$ cat config.mk
export PLATFORM = sky130hd
export DESIGN_NAME = pmw_top
export DESIGN_NICKNAME = d
export VERILOG_FILES = /design/src/verilog/pmw_pkg.sv /design/src/verilog/pmw_top.sv
export SDC_FILE = /design/constraint.sdc
export NUM_CORES = 1
export LEC_CHECK = 0
export ABC_CLOCK_PERIOD_IN_PS = 3700
export BUFFER_PORTS_ARGS = -buffer_cell sky130_fd_sc_hd__clkbuf_2
export CAP_MARGIN = 10
export CORE_MARGIN = 5
export CORE_UTILIZATION = 25
export CTS_CLUSTER_SIZE = 30
export DETAILED_ROUTE_END_ITERATION = 6
export SLEW_MARGIN = 25
export SYNTH_ARGS = -nofsm -noshare
export SYNTH_HDL_FRONTEND = slang
export SYNTH_SLANG_ARGS = --single-unit
export TNS_END_PERCENT = 20
$ cat constraint.sdc
create_clock -name CLK -period 3.7 [get_ports CLK]
set_input_delay 0.74 -clock CLK [delete_from_list [all_inputs] [get_ports CLK]]
set_output_delay 0.74 -clock CLK [all_outputs]
set_load 0.02 [all_outputs]
$ cat src/verilog/pmw_pkg.sv
// Package for the single-word write path of a PCI bus master.
// Assumes a 32-bit PCI bus, a 32-bit local bus and one 100 MHz clock.
package pmw_pkg;

  // Bus widths.
  localparam int AD_W    = 32;
  localparam int CBE_W   = 4;
  localparam int BURST_W = 8;
  localparam int STATE_W = 4;
  localparam int TERM_W  = 3;

  // Visible transfer state codes on the local side.
  localparam logic [STATE_W-1:0] XS_IDLE      = 4'h0;
  localparam logic [STATE_W-1:0] XS_ADDR_LOAD = 4'h1;
  localparam logic [STATE_W-1:0] XS_BUS_XACT  = 4'h2;
  localparam logic [STATE_W-1:0] XS_BUS_TERM  = 4'h3;

  // Termination reasons.
  localparam logic [TERM_W-1:0] TERM_NONE   = 3'h0;
  localparam logic [TERM_W-1:0] TERM_NORMAL = 3'h1;

  // Wishbone register byte offsets.
  localparam logic [7:0] REG_CTRL   = 8'h00;
  localparam logic [7:0] REG_STATUS = 8'h04;
  localparam logic [7:0] REG_DONE   = 8'h08;

  // Control field positions and reset value.
  localparam int          CTRL_EN_BIT = 0;
  localparam logic [31:0] CTRL_RESET  = 32'h0000_0001;

  // Status field positions.
  localparam int ST_STATE_LSB = 0;
  localparam int ST_TERM_LSB  = 4;
  localparam int ST_BUSY_BIT  = 7;
  localparam int ST_CNT_LSB   = 8;

  // Sequencer states, one-hot.
  typedef enum logic [8:0] {
    SQ_IDLE  = 9'h001,
    SQ_LOAD  = 9'h002,
    SQ_ADDR  = 9'h004,
    SQ_WAITD = 9'h008,
    SQ_CAPT  = 9'h010,
    SQ_DRIVE = 9'h020,
    SQ_PHASE = 9'h040,
    SQ_TURN  = 9'h080,
    SQ_REL   = 9'h100
  } pmw_seq_t;

endpackage

$ cat src/verilog/pmw_top.sv
// Single-word PCI write master with a classic Wishbone register slave.
// Assumes the local master shares CLK; PCI inputs are synchronised here,
// so every PCI reaction lags the pins by two extra clocks.
//
// Functional notes
// Local master raises request with address, command and burst length together.
// A seen local request raises the PCI bus request.
// With grant and an idle bus, local grant is given.
// Request and grant seen last cycle: go Address Loading, latch address fields.
// Local master drops its request after Address Loading unless it wants more.
// After Address Loading with grant: assert FRAME#, drive address and command.
// Burst counter loads the latched burst length in the address phase.
// Local master presents data and byte enables in the address phase.
// Transfer strobe is given in the address phase when ready was seen.
// Local master holds ready off until it can supply write data.
// A fast target claims with DEVSEL# and TRDY# after the address.
// Bus request drops once FRAME# was driven and local request was off.
// Local master advances its address counter after the transfer strobe.
// The captured word and byte enables go onto AD and C/BE.
// Local grant follows PCI grant back off.
// IRDY# asserts as FRAME# deasserts; phase ends on IRDY# and TRDY#.
// Then release bus, clear IRDY#, count to zero, terminate normally.
// Target drops DEVSEL# and TRDY# in the turnaround cycle.
// One cycle later IRDY# and PAR stop being driven.
// Transfer states and termination reason use fixed distinct codes.
`timescale 1ns/100ps
module pmw_top
  import pmw_pkg::*;
(
  // Clock and reset.
  input  wire logic               CLK,
  input  wire logic               RST_N,
  // Local master side.
  input  wire logic               LOCAL_REQ_WORD_N,
  input  wire logic [AD_W-1:0]    LOCAL_AD_IN,
  input  wire logic [CBE_W-1:0]   LOCAL_CMD_BYTEEN_IN,
  input  wire logic [BURST_W-1:0] LOCAL_BURST_LEN,
  input  wire logic               LOCAL_READY_IN_N,
  output logic                    LOCAL_GRANT_OUT_N,
  output logic                    LOCAL_XFER_STROBE_N,
  output logic [STATE_W-1:0]      LOCAL_XFER_STATE,
  output logic [TERM_W-1:0]       TERMINATION_REASON,
  output logic [BURST_W-1:0]      BURST_REMAINING_COUNT,
  // PCI arbitration.
  output logic                    REQ_N,
  input  wire logic               GNT_N,
  // PCI control, shared lines split into in, out and enable.
  input  wire logic               FRAME_N_I,
  output logic                    FRAME_N_O,
  output logic                    FRAME_OE_N,
  input  wire logic               IRDY_N_I,
  output logic                    IRDY_N_O,
  output logic                    IRDY_OE_N,
  input  wire logic               TRDY_N,
  input  wire logic               DEVSEL_N,
  // PCI address, data, byte enables and parity.
  output logic [AD_W-1:0]         AD_O,
  output logic                    AD_OE_N,
  output logic [CBE_W-1:0]        CBE_O,
  output logic                    CBE_OE_N,
  output logic                    PAR_O,
  output logic                    PAR_OE_N,
  // Wishbone slave.
  input  wire logic               WB_CYC_I,
  input  wire logic               WB_STB_I,
  input  wire logic               WB_WE_I,
  input  wire logic [7:0]         WB_ADR_I,
  input  wire logic [3:0]         WB_SEL_I,
  input  wire logic [31:0]        WB_DAT_I,
  output logic [31:0]             WB_DAT_O,
  output logic                    WB_ACK_O
);

  // PCI pins pass two flip-flops before use; order is gnt, trdy, devsel, frame, irdy.
  logic [4:0] sync_a;
  logic [4:0] sync_b;

  always_ff @(posedge CLK) begin
    if (!RST_N) begin
      sync_a <= 5'h1f;
      sync_b <= 5'h1f;
    end else begin
      sync_a <= {GNT_N, TRDY_N, DEVSEL_N, FRAME_N_I, IRDY_N_I};
      sync_b <= sync_a;
    end
  end

  // Active-high views of the synchronised pins.
  wire gnt      = ~sync_b[4];
  wire trdy     = ~sync_b[3];
  wire bus_idle = sync_b[1] & sync_b[0];

  // Sequencer, latched request fields and captured write word.
  pmw_seq_t             seq;
  pmw_seq_t             next_seq;
  logic                 req_q;
  logic                 gnt_q;
  logic                 rdy_q;
  logic [AD_W-1:0]      addr_lat;
  logic [CBE_W-1:0]     cmd_lat;
  logic [BURST_W-1:0]   len_lat;
  logic [AD_W-1:0]      data_lat;
  logic [CBE_W-1:0]     be_lat;
  logic [31:0]          ctrl;
  logic [15:0]          done_cnt;

  // Local inputs share the clock, so they are registered once only for the
  // "seen in the previous cycle" conditions.
  wire req_now = ~LOCAL_REQ_WORD_N & ctrl[CTRL_EN_BIT];
  wire rdy_now = ~LOCAL_READY_IN_N;

  always_ff @(posedge CLK) begin
    if (!RST_N) begin
      req_q   <= 1'b0;
      gnt_q   <= 1'b0;
      rdy_q   <= 1'b0;
    end else begin
      req_q   <= req_now;
      gnt_q   <= gnt;
      rdy_q   <= rdy_now;
    end
  end

  // Next-state decode.
  wire start_load = seq == SQ_IDLE && req_q && gnt_q && bus_idle;
  wire phase_done = seq == SQ_PHASE && trdy;

  always_comb begin
    next_seq = seq;
    case (seq)
      SQ_IDLE:  if (start_load) next_seq = SQ_LOAD;
      SQ_LOAD:  if (gnt) next_seq = SQ_ADDR;
                else next_seq = SQ_IDLE;
      SQ_ADDR:  next_seq = LOCAL_XFER_STROBE_N ? SQ_WAITD : SQ_DRIVE;
      SQ_WAITD: if (rdy_now) next_seq = SQ_CAPT;
      SQ_CAPT:  next_seq = SQ_DRIVE;
      SQ_DRIVE: next_seq = SQ_PHASE;
      SQ_PHASE: if (phase_done) next_seq = SQ_TURN;
      SQ_TURN:  next_seq = SQ_REL;
      SQ_REL:   next_seq = SQ_IDLE;
      default:  next_seq = SQ_IDLE;
    endcase
  end

  always_ff @(posedge CLK) begin
    if (!RST_N) seq <= SQ_IDLE;
    else seq <= next_seq;
  end

  // Latch address, command and length at entry to Address Loading.
  always_ff @(posedge CLK) begin
    if (!RST_N) begin
      addr_lat <= 32'h0000_0000;
      cmd_lat  <= 4'h0;
      len_lat  <= 8'h00;
    end else if (start_load) begin
      addr_lat <= LOCAL_AD_IN;
      cmd_lat  <= LOCAL_CMD_BYTEEN_IN;
      len_lat  <= LOCAL_BURST_LEN;
    end
  end

  // The word is taken while the strobe is shown; the master holds it there.
  wire take_data = (seq == SQ_ADDR || seq == SQ_CAPT) && !LOCAL_XFER_STROBE_N;

  always_ff @(posedge CLK) begin
    if (!RST_N) begin
      data_lat <= 32'h0000_0000;
      be_lat   <= 4'h0;
    end else if (take_data) begin
      data_lat <= LOCAL_AD_IN;
      be_lat   <= LOCAL_CMD_BYTEEN_IN;
    end
  end

  // FRAME# driven low by this block. Both it and the request are looked at
  // directly, since a second register stage would hold REQ# a cycle too long.
  wire frame_on = ~FRAME_N_O & ~FRAME_OE_N;

  // Arbitration request and local grant.
  always_ff @(posedge CLK) begin
    if (!RST_N) begin
      REQ_N             <= 1'b1;
      LOCAL_GRANT_OUT_N <= 1'b1;
    end else begin
      if (frame_on && !req_now) REQ_N <= 1'b1;
      else if (req_now && seq == SQ_IDLE) REQ_N <= 1'b0;
      LOCAL_GRANT_OUT_N <= ~(gnt && (bus_idle || seq != SQ_IDLE));
    end
  end

  // Local strobe, visible state, termination reason and burst counter.
  always_ff @(posedge CLK) begin
    if (!RST_N) begin
      LOCAL_XFER_STROBE_N   <= 1'b1;
      LOCAL_XFER_STATE      <= XS_IDLE;
      TERMINATION_REASON    <= TERM_NONE;
      BURST_REMAINING_COUNT <= 8'h00;
    end else begin
      // Strobe lasts exactly one cycle: the address phase or the late capture.
      LOCAL_XFER_STROBE_N <= ~((seq == SQ_LOAD && gnt && rdy_q) ||
                               (seq == SQ_WAITD && rdy_now));
      case (next_seq)
        SQ_LOAD: LOCAL_XFER_STATE <= XS_ADDR_LOAD;
        SQ_ADDR: LOCAL_XFER_STATE <= XS_BUS_XACT;
        SQ_TURN: LOCAL_XFER_STATE <= XS_BUS_TERM;
        SQ_IDLE: LOCAL_XFER_STATE <= XS_IDLE;
        default: LOCAL_XFER_STATE <= LOCAL_XFER_STATE;
      endcase
      if (next_seq == SQ_LOAD) TERMINATION_REASON <= TERM_NONE;
      else if (phase_done) TERMINATION_REASON <= TERM_NORMAL;
      if (seq == SQ_LOAD && gnt) BURST_REMAINING_COUNT <= len_lat;
      else if (phase_done && BURST_REMAINING_COUNT != 8'h00) begin
        BURST_REMAINING_COUNT <= BURST_REMAINING_COUNT - 8'h01;
      end
    end
  end

  // PCI drive. FRAME# is parked high through the data phase and IRDY# for one cycle before release.
  always_ff @(posedge CLK) begin
    if (!RST_N) begin
      FRAME_N_O  <= 1'b1;
      FRAME_OE_N <= 1'b1;
      IRDY_N_O   <= 1'b1;
      IRDY_OE_N  <= 1'b1;
      AD_O       <= 32'h0000_0000;
      AD_OE_N    <= 1'b1;
      CBE_O      <= 4'h0;
      CBE_OE_N   <= 1'b1;
    end else begin
      case (next_seq)
        SQ_ADDR: begin
          FRAME_N_O  <= 1'b0;
          FRAME_OE_N <= 1'b0;
          IRDY_N_O   <= 1'b1;
          IRDY_OE_N  <= 1'b0;
          AD_O       <= addr_lat;
          AD_OE_N    <= 1'b0;
          CBE_O      <= cmd_lat;
          CBE_OE_N   <= 1'b0;
        end
        SQ_DRIVE: begin
          AD_O  <= data_lat;
          CBE_O <= be_lat;
        end
        SQ_PHASE: begin
          FRAME_N_O <= 1'b1;
          IRDY_N_O  <= 1'b0;
        end
        SQ_TURN: begin
          FRAME_OE_N <= 1'b1;
          IRDY_N_O   <= 1'b1;
          AD_OE_N    <= 1'b1;
          CBE_OE_N   <= 1'b1;
        end
        SQ_REL: begin
          IRDY_OE_N <= 1'b1;
        end
        default: begin
          FRAME_N_O <= FRAME_N_O;
        end
      endcase
      // The data latch fills on this same edge, so the word bypasses it and
      // goes straight from the local inputs onto the bus.
      if (take_data) begin
        AD_O  <= LOCAL_AD_IN;
        CBE_O <= LOCAL_CMD_BYTEEN_IN;
      end
    end
  end

  // Even parity trails AD and C/BE by one clock and is released one clock
  // after them, which lands its release in the idle cycle after turnaround.
  always_ff @(posedge CLK) begin
    if (!RST_N) begin
      PAR_O    <= 1'b0;
      PAR_OE_N <= 1'b1;
    end else begin
      PAR_O    <= ^{AD_O, CBE_O};
      PAR_OE_N <= AD_OE_N;
    end
  end

  // Count of completed writes, readable by software.
  always_ff @(posedge CLK) begin
    if (!RST_N) done_cnt <= 16'h0000;
    else if (phase_done) done_cnt <= done_cnt + 16'h0001;
  end

  // Wishbone decode.
  wire       wb_req   = WB_CYC_I & WB_STB_I & ~WB_ACK_O;
  wire       hit_ctrl = WB_ADR_I == REG_CTRL;
  wire       hit_stat = WB_ADR_I == REG_STATUS;
  wire       hit_done = WB_ADR_I == REG_DONE;
  wire       busy     = seq != SQ_IDLE;
  wire [31:0] stat_word = {16'h0000, BURST_REMAINING_COUNT, busy, TERMINATION_REASON,
                           LOCAL_XFER_STATE};
  wire [31:0] rd_word = hit_ctrl ? ctrl :
                        hit_stat ? stat_word :
                        hit_done ? {16'h0000, done_cnt} : 32'h0000_0000;

  // Byte-lane merge for control writes.
  wire [31:0] wr_mask = {{8{WB_SEL_I[3]}}, {8{WB_SEL_I[2]}},
                         {8{WB_SEL_I[1]}}, {8{WB_SEL_I[0]}}};
  wire [31:0] ctrl_wr = (ctrl & ~wr_mask) | (WB_DAT_I & wr_mask);

  // Every access, mapped or not, is acknowledged one cycle after the strobe;
  // unmapped reads return zero and unmapped writes are dropped.
  always_ff @(posedge CLK) begin
    if (!RST_N) begin
      WB_ACK_O <= 1'b0;
      WB_DAT_O <= 32'h0000_0000;
      ctrl     <= CTRL_RESET;
    end else begin
      WB_ACK_O <= wb_req;
      if (wb_req && !WB_WE_I) WB_DAT_O <= rd_word;
      if (wb_req && WB_WE_I && hit_ctrl) ctrl <= ctrl_wr;
    end
  end

endmodule

### Word level (Yosys, flattened, before mapping)

Cells that the tools add are included.

* $add $sub $neg: 2
* multiply operators: 0
* divide/modulo/power cells: 0
* magnitude comparators: 0
* eq/ne operators: 18
* shift-type cells: 0
* muxes and demuxes: 20
* bitwise gates (word level): 19
* reduce and logical (&&, ||, !) cells: 34

Operators with widths (number)
* 9-bit case mux with 8 select lines: 1
* 32-bit AND: 2
* 32-bit two-way mux: 2
* 32-bit case mux with 2 select lines: 1
* 36-bit XOR reduction: 1
* 16-bit two-way mux: 2
* 32-bit inverter: 1
* 32-bit bitwise OR: 1
* 9-bit two-way mux: 3
* 9-bit by 1-bit equality test with 1-bit output (second input constant): 2
* 9-bit by 2-bit equality test with 1-bit output (second input constant): 2
* 9-bit by 3-bit equality test with 1-bit output (second input constant): 2
* 9-bit by 6-bit equality test with 1-bit output (second input constant): 2
* 9-bit by 7-bit equality test with 1-bit output (second input constant): 2
* 9-bit by 8-bit equality test with 1-bit output (second input constant): 2
* 16-bit by 1-bit adder with 16-bit output (second input constant): 1
* 8-bit two-way mux: 2
* 4-bit case mux with 4 select lines: 1
* 1-bit logical AND: 15
* 1-bit inverter: 10
* 2-bit nonzero test: 5
* 9-bit by 4-bit equality test with 1-bit output (second input constant): 1
* 9-bit by 5-bit equality test with 1-bit output (second input constant): 1
* 9-bit equality test (second input constant): 1
* 17 further kinds: 30

* flip-flop bits (word level): 241
* latch bits: 0
* memory bits (writable): 0
* ROM bits: 0
* input bits: 100
* output and inout port bits: 95
* logic and storage cells: 122
* memories: 0

### Logic depth before layout (Yosys ltp)

Gate-level depths: netlist of run 1.

* depth in word-level cells: 9
* mapped depth: 8
* depth with buffers taken out: 7

### Least setup slack after synthesis of run 1

No wires, ideal clock.

* path kind: input to register
* from: input port WB_ADR_I[5]
* to: register with a tool-made name
* library setup time: 0.128 ns
* arrival time: 2.081 ns
* data required time: 3.572 ns
* path slack: 1.491 ns
* stages on the path: 6
* path buffers: 1
* cells stage by stage: nor4_1 > and4b_1 > clkbuf_1 > nand3_1 > mux2i_1 > nand2_1

RTL lines
* start, declared: line pmw_top.sv:67 `input wire logic [7:0] WB_ADR_I,`

### Worst setup path after layout of run 1

* from: register seq[6]
* to: register addr_lat[29]

* longest elaborated chain between the ends: 4

RTL lines
* start, declared: line pmw_top.sv:94 `pmw_seq_t seq;`
* start signal, assigned: line pmw_top.sv:147 `else seq <= next_seq;`
* 9-bit by 1-bit equality test with 1-bit output: line pmw_top.sv:125 `wire start_load = seq == SQ_IDLE && req_q && gnt_q && bus_idle;`
* 1-bit logical AND (3 in a row): line pmw_top.sv:125
* end signal, assigned: line pmw_top.sv:153 `addr_lat <= 32'h0000_0000;`
* end signal, assigned: line pmw_top.sv:157 `addr_lat <= LOCAL_AD_IN;`
* end, declared: line pmw_top.sv:99 `logic [AD_W-1:0] addr_lat;`

Every way passes these cells.
A chain may end at the register's enable or synchronous reset.

==> metrics, run 1 <==
Starting Density=25.4%; Worst setup SP type=register; Net Sw Power=1.19 mW; Post-synth top flop=dfxtp_1; Leak=4.76 nW; All-Layer GR Usage=about 14%; highest-delay cell along the critical path=or2_2; Ys Warns=0; reg2reg start=seq[6]; Placer Congestion=0.805; fraction of layout cells with a size suffix above 1=20.1%; CTS tree=built; required time worst endpoint=4130 ps; Setup Fix Bufs, Post-CTS=0; via count=between 8k and 9k; Worst-path clk slew=60 ps; WP buf/inv=1; I/O Pins=195; DIE AREA=~42000 µm²; Worst path top cell family by delay=simple AND/OR/NAND/NOR gates; cell count after synthesis=1145; chip width=206 µm; Register Area=4740 µm²; PortBufs=189; hold_sp=FRAME_N_I; syn avg cell area=8.38 µm²; Initial DRC Count=516; Crit Path Max Fanout=31; fillers=3978; Detailed Routing Iterations Pass 1=5; CTS buffer count=28; first-pass GRT wire length=around 46 mm; clock skew=22.0 ps; Yosys reg bits=approximately 240; PD cells=roughly 460 nW/µm²; status=finished clean; clk buf depth=3; Clock Latency Late Sink=about 550 ps; Comb power frac=2.9%; clock share of power=50.9%; DR vias/cell=approximately 4.7; post-route DRC violation count=0; grt total ovfl=0; slew margin rel.=between 30% and 40%; core region area=37800 µm²; sw frac=21.4%; Die Y-Extent=206 µm; Seq/Total Area, Yosys=49.4%; worst slew pin tran=976 ps; Min-Delay Path Class=primary input to register; Net count, final=1410; Max Cap Viol=0; non-filler cells, final=1835; largest net degree at the start of global routing=91; dpl hpwl=20.1 mm; Slew Limit Fails=0; Hold-fix buffers, CTS=0; CTS H-tree depth=1; CP Launch Point=seq[6]; WP data arrival=2980 ps; antenna violations before repair=3; crit-path max cell delay=630 ps; Crit Path Category=register to register; Internal=4.37 mW; fraction of the cycle the final worst path needs=69.1%; vias in the first global route=8232; Max Fclk=391 MHz; Routed WL=30.2 mm; Mapped Area=9600 µm²; number of synthesized flops with an enable pin=0; post-synthesis async set-or-reset flop share=0%; Yosys cell types=63; Seq pwr share=a little under half; RSZ-0062 raised after global routing=no; area of the multi-input gates=4500 µm²; Avg WL per Cell=16.4 µm; worst-path cell chain=nor2_1 > nand4_1 > or2_2 > buf_4 > nand2_1 > a21oi_1; num rows=71; Post-CTS Resized=0; commonest cells after routing, fill and taps aside=237 x dfxtp_1, 232 x nand2_1, 189 x clkbuf_2; CTS root buffer=clkbuf_16; commonest non-fill, non-tap cell in the layout=dfxtp_1; ant diodes=0; final setup TNS=0 ps; final hold violation count=0; Layout area overhead=24.8%; placed insts=roughly 1.8k; fin util=31.7%; CTS Sinks=237; antenna-violating nets left=0; Peak VDD IR=between 0.3 and 0.4 mV; Critical Path Sink Type=register; Final min period=2560 ps; final setup violation count=0
-- worst register-to-register path, delay by kind of cell (launching register included) --
family,cells,cell delay [ps]
AO/OA/AOI/OAI,1,70
flip-flops,1,390
AND/OR/NAND/NOR,4,1660
buffers and inverters,1,330
-- power by group through the flow --
stage	Combinational [mW]	Sequential, mW	Clock [mW]
after floorplan	0.0746	2.62	0
after global placement	0.164	2.62	0
after detailed placement	0.165	2.62	0
after CTS	0.166	2.57	2.94
after global routing	0.179	2.57	3.04
final	0.164	2.57	2.83
-- cell usage after synthesis (all sizes together) (3+ instances only) --
| master | n | area [µm²] |
|---|---|---|
| nor4 | 8 | 56.3 |
| a22oi | 29 | 218 |
| o21ai | 98 | 490 |
| ha | 3 | 37.5 |
| or3 | 4 | 26.3 |
| o21a | 3 | 30.0 |
| xor2 | 8 | 70.1 |
| a31oi | 39 | 244 |
| nand3 | 16 | 80.1 |
| dfxtp | 237 | 4740 |
| xnor2 | 35 | 307 |
| nor2 | 108 | 408 |
| nor2b | 7 | 43.8 |
| nand2 | 232 | 871 |
| inv | 10 | 37.5 |
| mux2i | 49 | 490 |
| and2 | 5 | 31.3 |
| nand3b | 4 | 30.0 |
| clkbuf | 54 | 203 |
| nand4 | 12 | 75.1 |
| nor3 | 14 | 75.1 |
| a21oi | 99 | 499 |
| nand2b | 11 | 68.8 |
| buf | 25 | 136 |
-- per-layer routing --
metal | share of wire (%) | global-route usage [%]
met1 | 42 | 17.2
met2 | 46 | 22.5
met3 | 9.9 | 4.41
met4 | 1.9 | 2.95
met5 | 0.14 | 0
-- final timing paths --
check | to | slack [ps] | cells after the start
worst min register to register | sync_b[1] | 410 | 1
worst max register to register | addr_lat[29] | 1140 | 6
worst min-delay path | sync_a[1] | 370 | 2
worst max-delay path | addr_lat[29] | 1140 | 6
-- metrics by stage --
step	total power, mW	worst slack [ps]	hold slack, ps	cell area, µm²
2_1_floorplan	2.70	1490	386	9610
3_3_place_gp	2.79	1180	396	11000
3_5_place_dp	2.79	1100	398	11000
4_1_cts	5.67	1140	334	12000
5_1_grt	5.79	985	343	12000
6_report	5.56	1140	369	12000
-- kinds of logic (layout without fill, tap and decap cells) --
family,Yosys count,count (layout),share of synthesized area (%)
AND/OR/NAND/NOR,437,437,19.9
AO/OA/AOI/OAI,283,283,16.7
flip-flops,237,237,49.4
buffers and inverters,90,266,3.96
multiplexers,49,49,5.11
XOR/XNOR,45,45,4.39
adder cells (fa/ha/maj),3,3,0.391
other,1,4,0.0391
-- layout make-up --
type                       count  area share, %
multi-input combinational    821           37.5
inverter                      11          0.366
sequential                   237           39.6
tap                          511           5.34
clock buffer                  34           6.12
timing repair buffer         208           9.30
clock inverter                13           1.72
(Power assumes the default switching activity.)
==> inputs of run 2 (changes only) <==
ABC_AREA = 1   (was default)
ABC_CLOCK_PERIOD_IN_PS = 2060   (was 3700)
clock period = 2.06 ns   (was 3.7 ns; I/O delays follow)
==> metrics, run 2 <==
status=finished clean; Mapped Area=approximately 10000 µm²; WP data arrival=between 2000 and 2500 ps; CTS buffer count=28; grt total ovfl=0; antenna violations before repair=0; Worst setup SP type=register; vias in the first global route=9434; most frequent cells after synthesis=450 x nand2_1, 237 x dfxtp_1, 146 x inv_1, 142 x a21oi_1, 128 x o21ai_0; commonest cells after routing, fill and taps aside=448 x nand2_1, 237 x dfxtp_1, 188 x clkbuf_2; Initial DRC Count=689; RSZ-0062 raised after global routing=yes; num rows=75; Placer Congestion=between 0.8 and 0.9; PortBufs=189; DIE AREA=46100 µm²; final hold violation count=0; Avg WL per Cell=14.6 µm; most common cell in the netlist=nand2_1; Slew Limit Fails=0; ant diodes=0; CTS Sinks=~240; worst slew pin tran=530 ps; Min-Delay Path Class=primary input to register; Worst-path clk slew=60 ps; I/O Pins=approximately 200; clk buf depth=3; Final min period=slightly below 2000 ps; core region area=41700 µm²; Max Cap Viol=0; Crit Path Category=register to register; Clock Latency Late Sink=~560 ps; leading post-synthesis cells by cell area=dfxtp_1 45%, nand2_1 16%, a21oi_1 6.8%; antenna-violating nets left=0; Seq/Total Area, Yosys=45.3%; fraction of the cycle the final worst path needs=a little over nine tenths; CTS root buffer=clkbuf_16; largest net degree at the start of global routing=73; final setup violation count=0; Post-synth top flop=dfxtp_1; Starting Density=25.1%; post-synthesis async set-or-reset flop share=0%; PnR worst setup slack=between 100 and 150 ps; non-filler cells, final=approximately 2.2k; fraction of layout cells with a size suffix above 1=19.1%; Die Y-Extent=215 µm; leading area contributor after synthesis=dfxtp_1; dpl hpwl=22.1 mm; Max Fclk=516 MHz; Layout area overhead=25.9%; Post-CTS Resized=0; Leak=5.37 nW; Crit Path Max Fanout=36; share of the synthesized area in the top cell type=a little under half; Detailed Routing Iterations Pass 1=4; CTS H-tree depth=1; All-Layer GR Usage=12.9%; Routed WL=32.4 mm; via count=~10k; required time worst endpoint=2520 ps; clock skew=27.1 ps; cell count after synthesis=1474; chip width=215 µm; placed insts=about 2.2k; PD cells=793 nW/µm²; fin util=31.6%; commonest non-fill, non-tap cell in the layout=nand2_1; Yosys cell types=41; syn avg cell area=7.11 µm²; Net count, final=1759; Hold-fix buffers, CTS=0; first-pass GRT wire length=49.9 mm; post-route DRC violation count=0; number of synthesized flops with an enable pin=0; pre-CTS setup slack=169 ps; slew margin rel.=64.3%; Yosys reg bits=237; Critical Path Sink Type=register; DR vias/cell=4.59; CTS tree=built; Ys Warns=0; Peak VDD IR=~0.55 mV
## run 2: path summary, 6_finish.rpt
kind,from,cells past startpoint,slack [ps],endpoint
worst min register to register,sync_a[4],1,410,sync_b[4]
worst min-delay path,FRAME_N_I,2,50,sync_a[1]
worst max-delay path,seq[4],8,120,AD_O[22]
worst max register to register,seq[4],8,120,AD_O[22]
## run 2: power breakdown
group / switching [mW] / internal (mW) / leakage [nW] / total (mW)
registers: 0.0148 / 4.62 / 1.91 / 4.63
logic: 0.228 / 0.142 / 2.95 / 0.371
clock network: 2.08 / 3.37 / 0.507 / 5.45
total: 2.32 / 8.13 / 5.37 / 10.5
## run 2: cell type report
cell class	count	area, µm²
Clock inverter	15	243
Timing Repair Buffer	226	1380
Fill cell	4516	28500
Inverter	155	583
Clock buffer	37	795
Tap cell	539	674
Sequential cell	237	4740
Multi-Input combinational cell	1008	4770
## run 2: critical path, cell delays in order, from the launching register on
cell and delay, ps:
dfxtp_1 330, inv_1 90, nand2_1 110, nor3_4 270
nand3b_2 210, nand3_2 230, buf_12 240, o21ai_0 130
a31oi_1 200
## run 2: repair_timing
item,in CTS,in global routing
endpoints found under the hold margin,0,0
setup buffers,0,0
endpoints found under the setup margin,0,5
## run 2: kinds of logic (layout without fill, tap and decap cells)
kind of cell / Yosys count / in the layout / share of synthesized area [%]
buffers and inverters: 232 / 433 / 9.33
AND/OR/NAND/NOR: 601 / 601 / 23.7
XOR/XNOR: 22 / 22 / 1.84
AO/OA/AOI/OAI: 378 / 378 / 19.4
flip-flops: 237 / 237 / 45.3
adder cells (fa/ha/maj): 3 / 3 / 0.358
other: 1 / 4 / 0.0358
## run 2: metal layers
layer | track usage, % | part of all wire [%]
met3 | 3.22 | 6.7
met2 | 21.6 | 47
met5 | 0 | 0
met4 | 2.40 | 1.4
met1 | 17.2 | 45
## run 2: per-stage QoR
| stage | total power [mW] | setup TNS, ps | hold WS (ps) | cell area, µm² |
|---|---|---|---|---|
| 6_report | 10.5 | 0 | 48.7 | 13200 |
| 5_1_grt | 10.8 | -64.5 | 23.5 | 13200 |
| 4_1_cts | 10.6 | 0 | 17.5 | 13100 |
| 3_5_place_dp | 5.11 | 0 | 401 | 12100 |
| 3_3_place_gp | 5.10 | 0 | 400 | 12100 |
| 2_1_floorplan | 4.91 | 0 | 393 | 10500 |
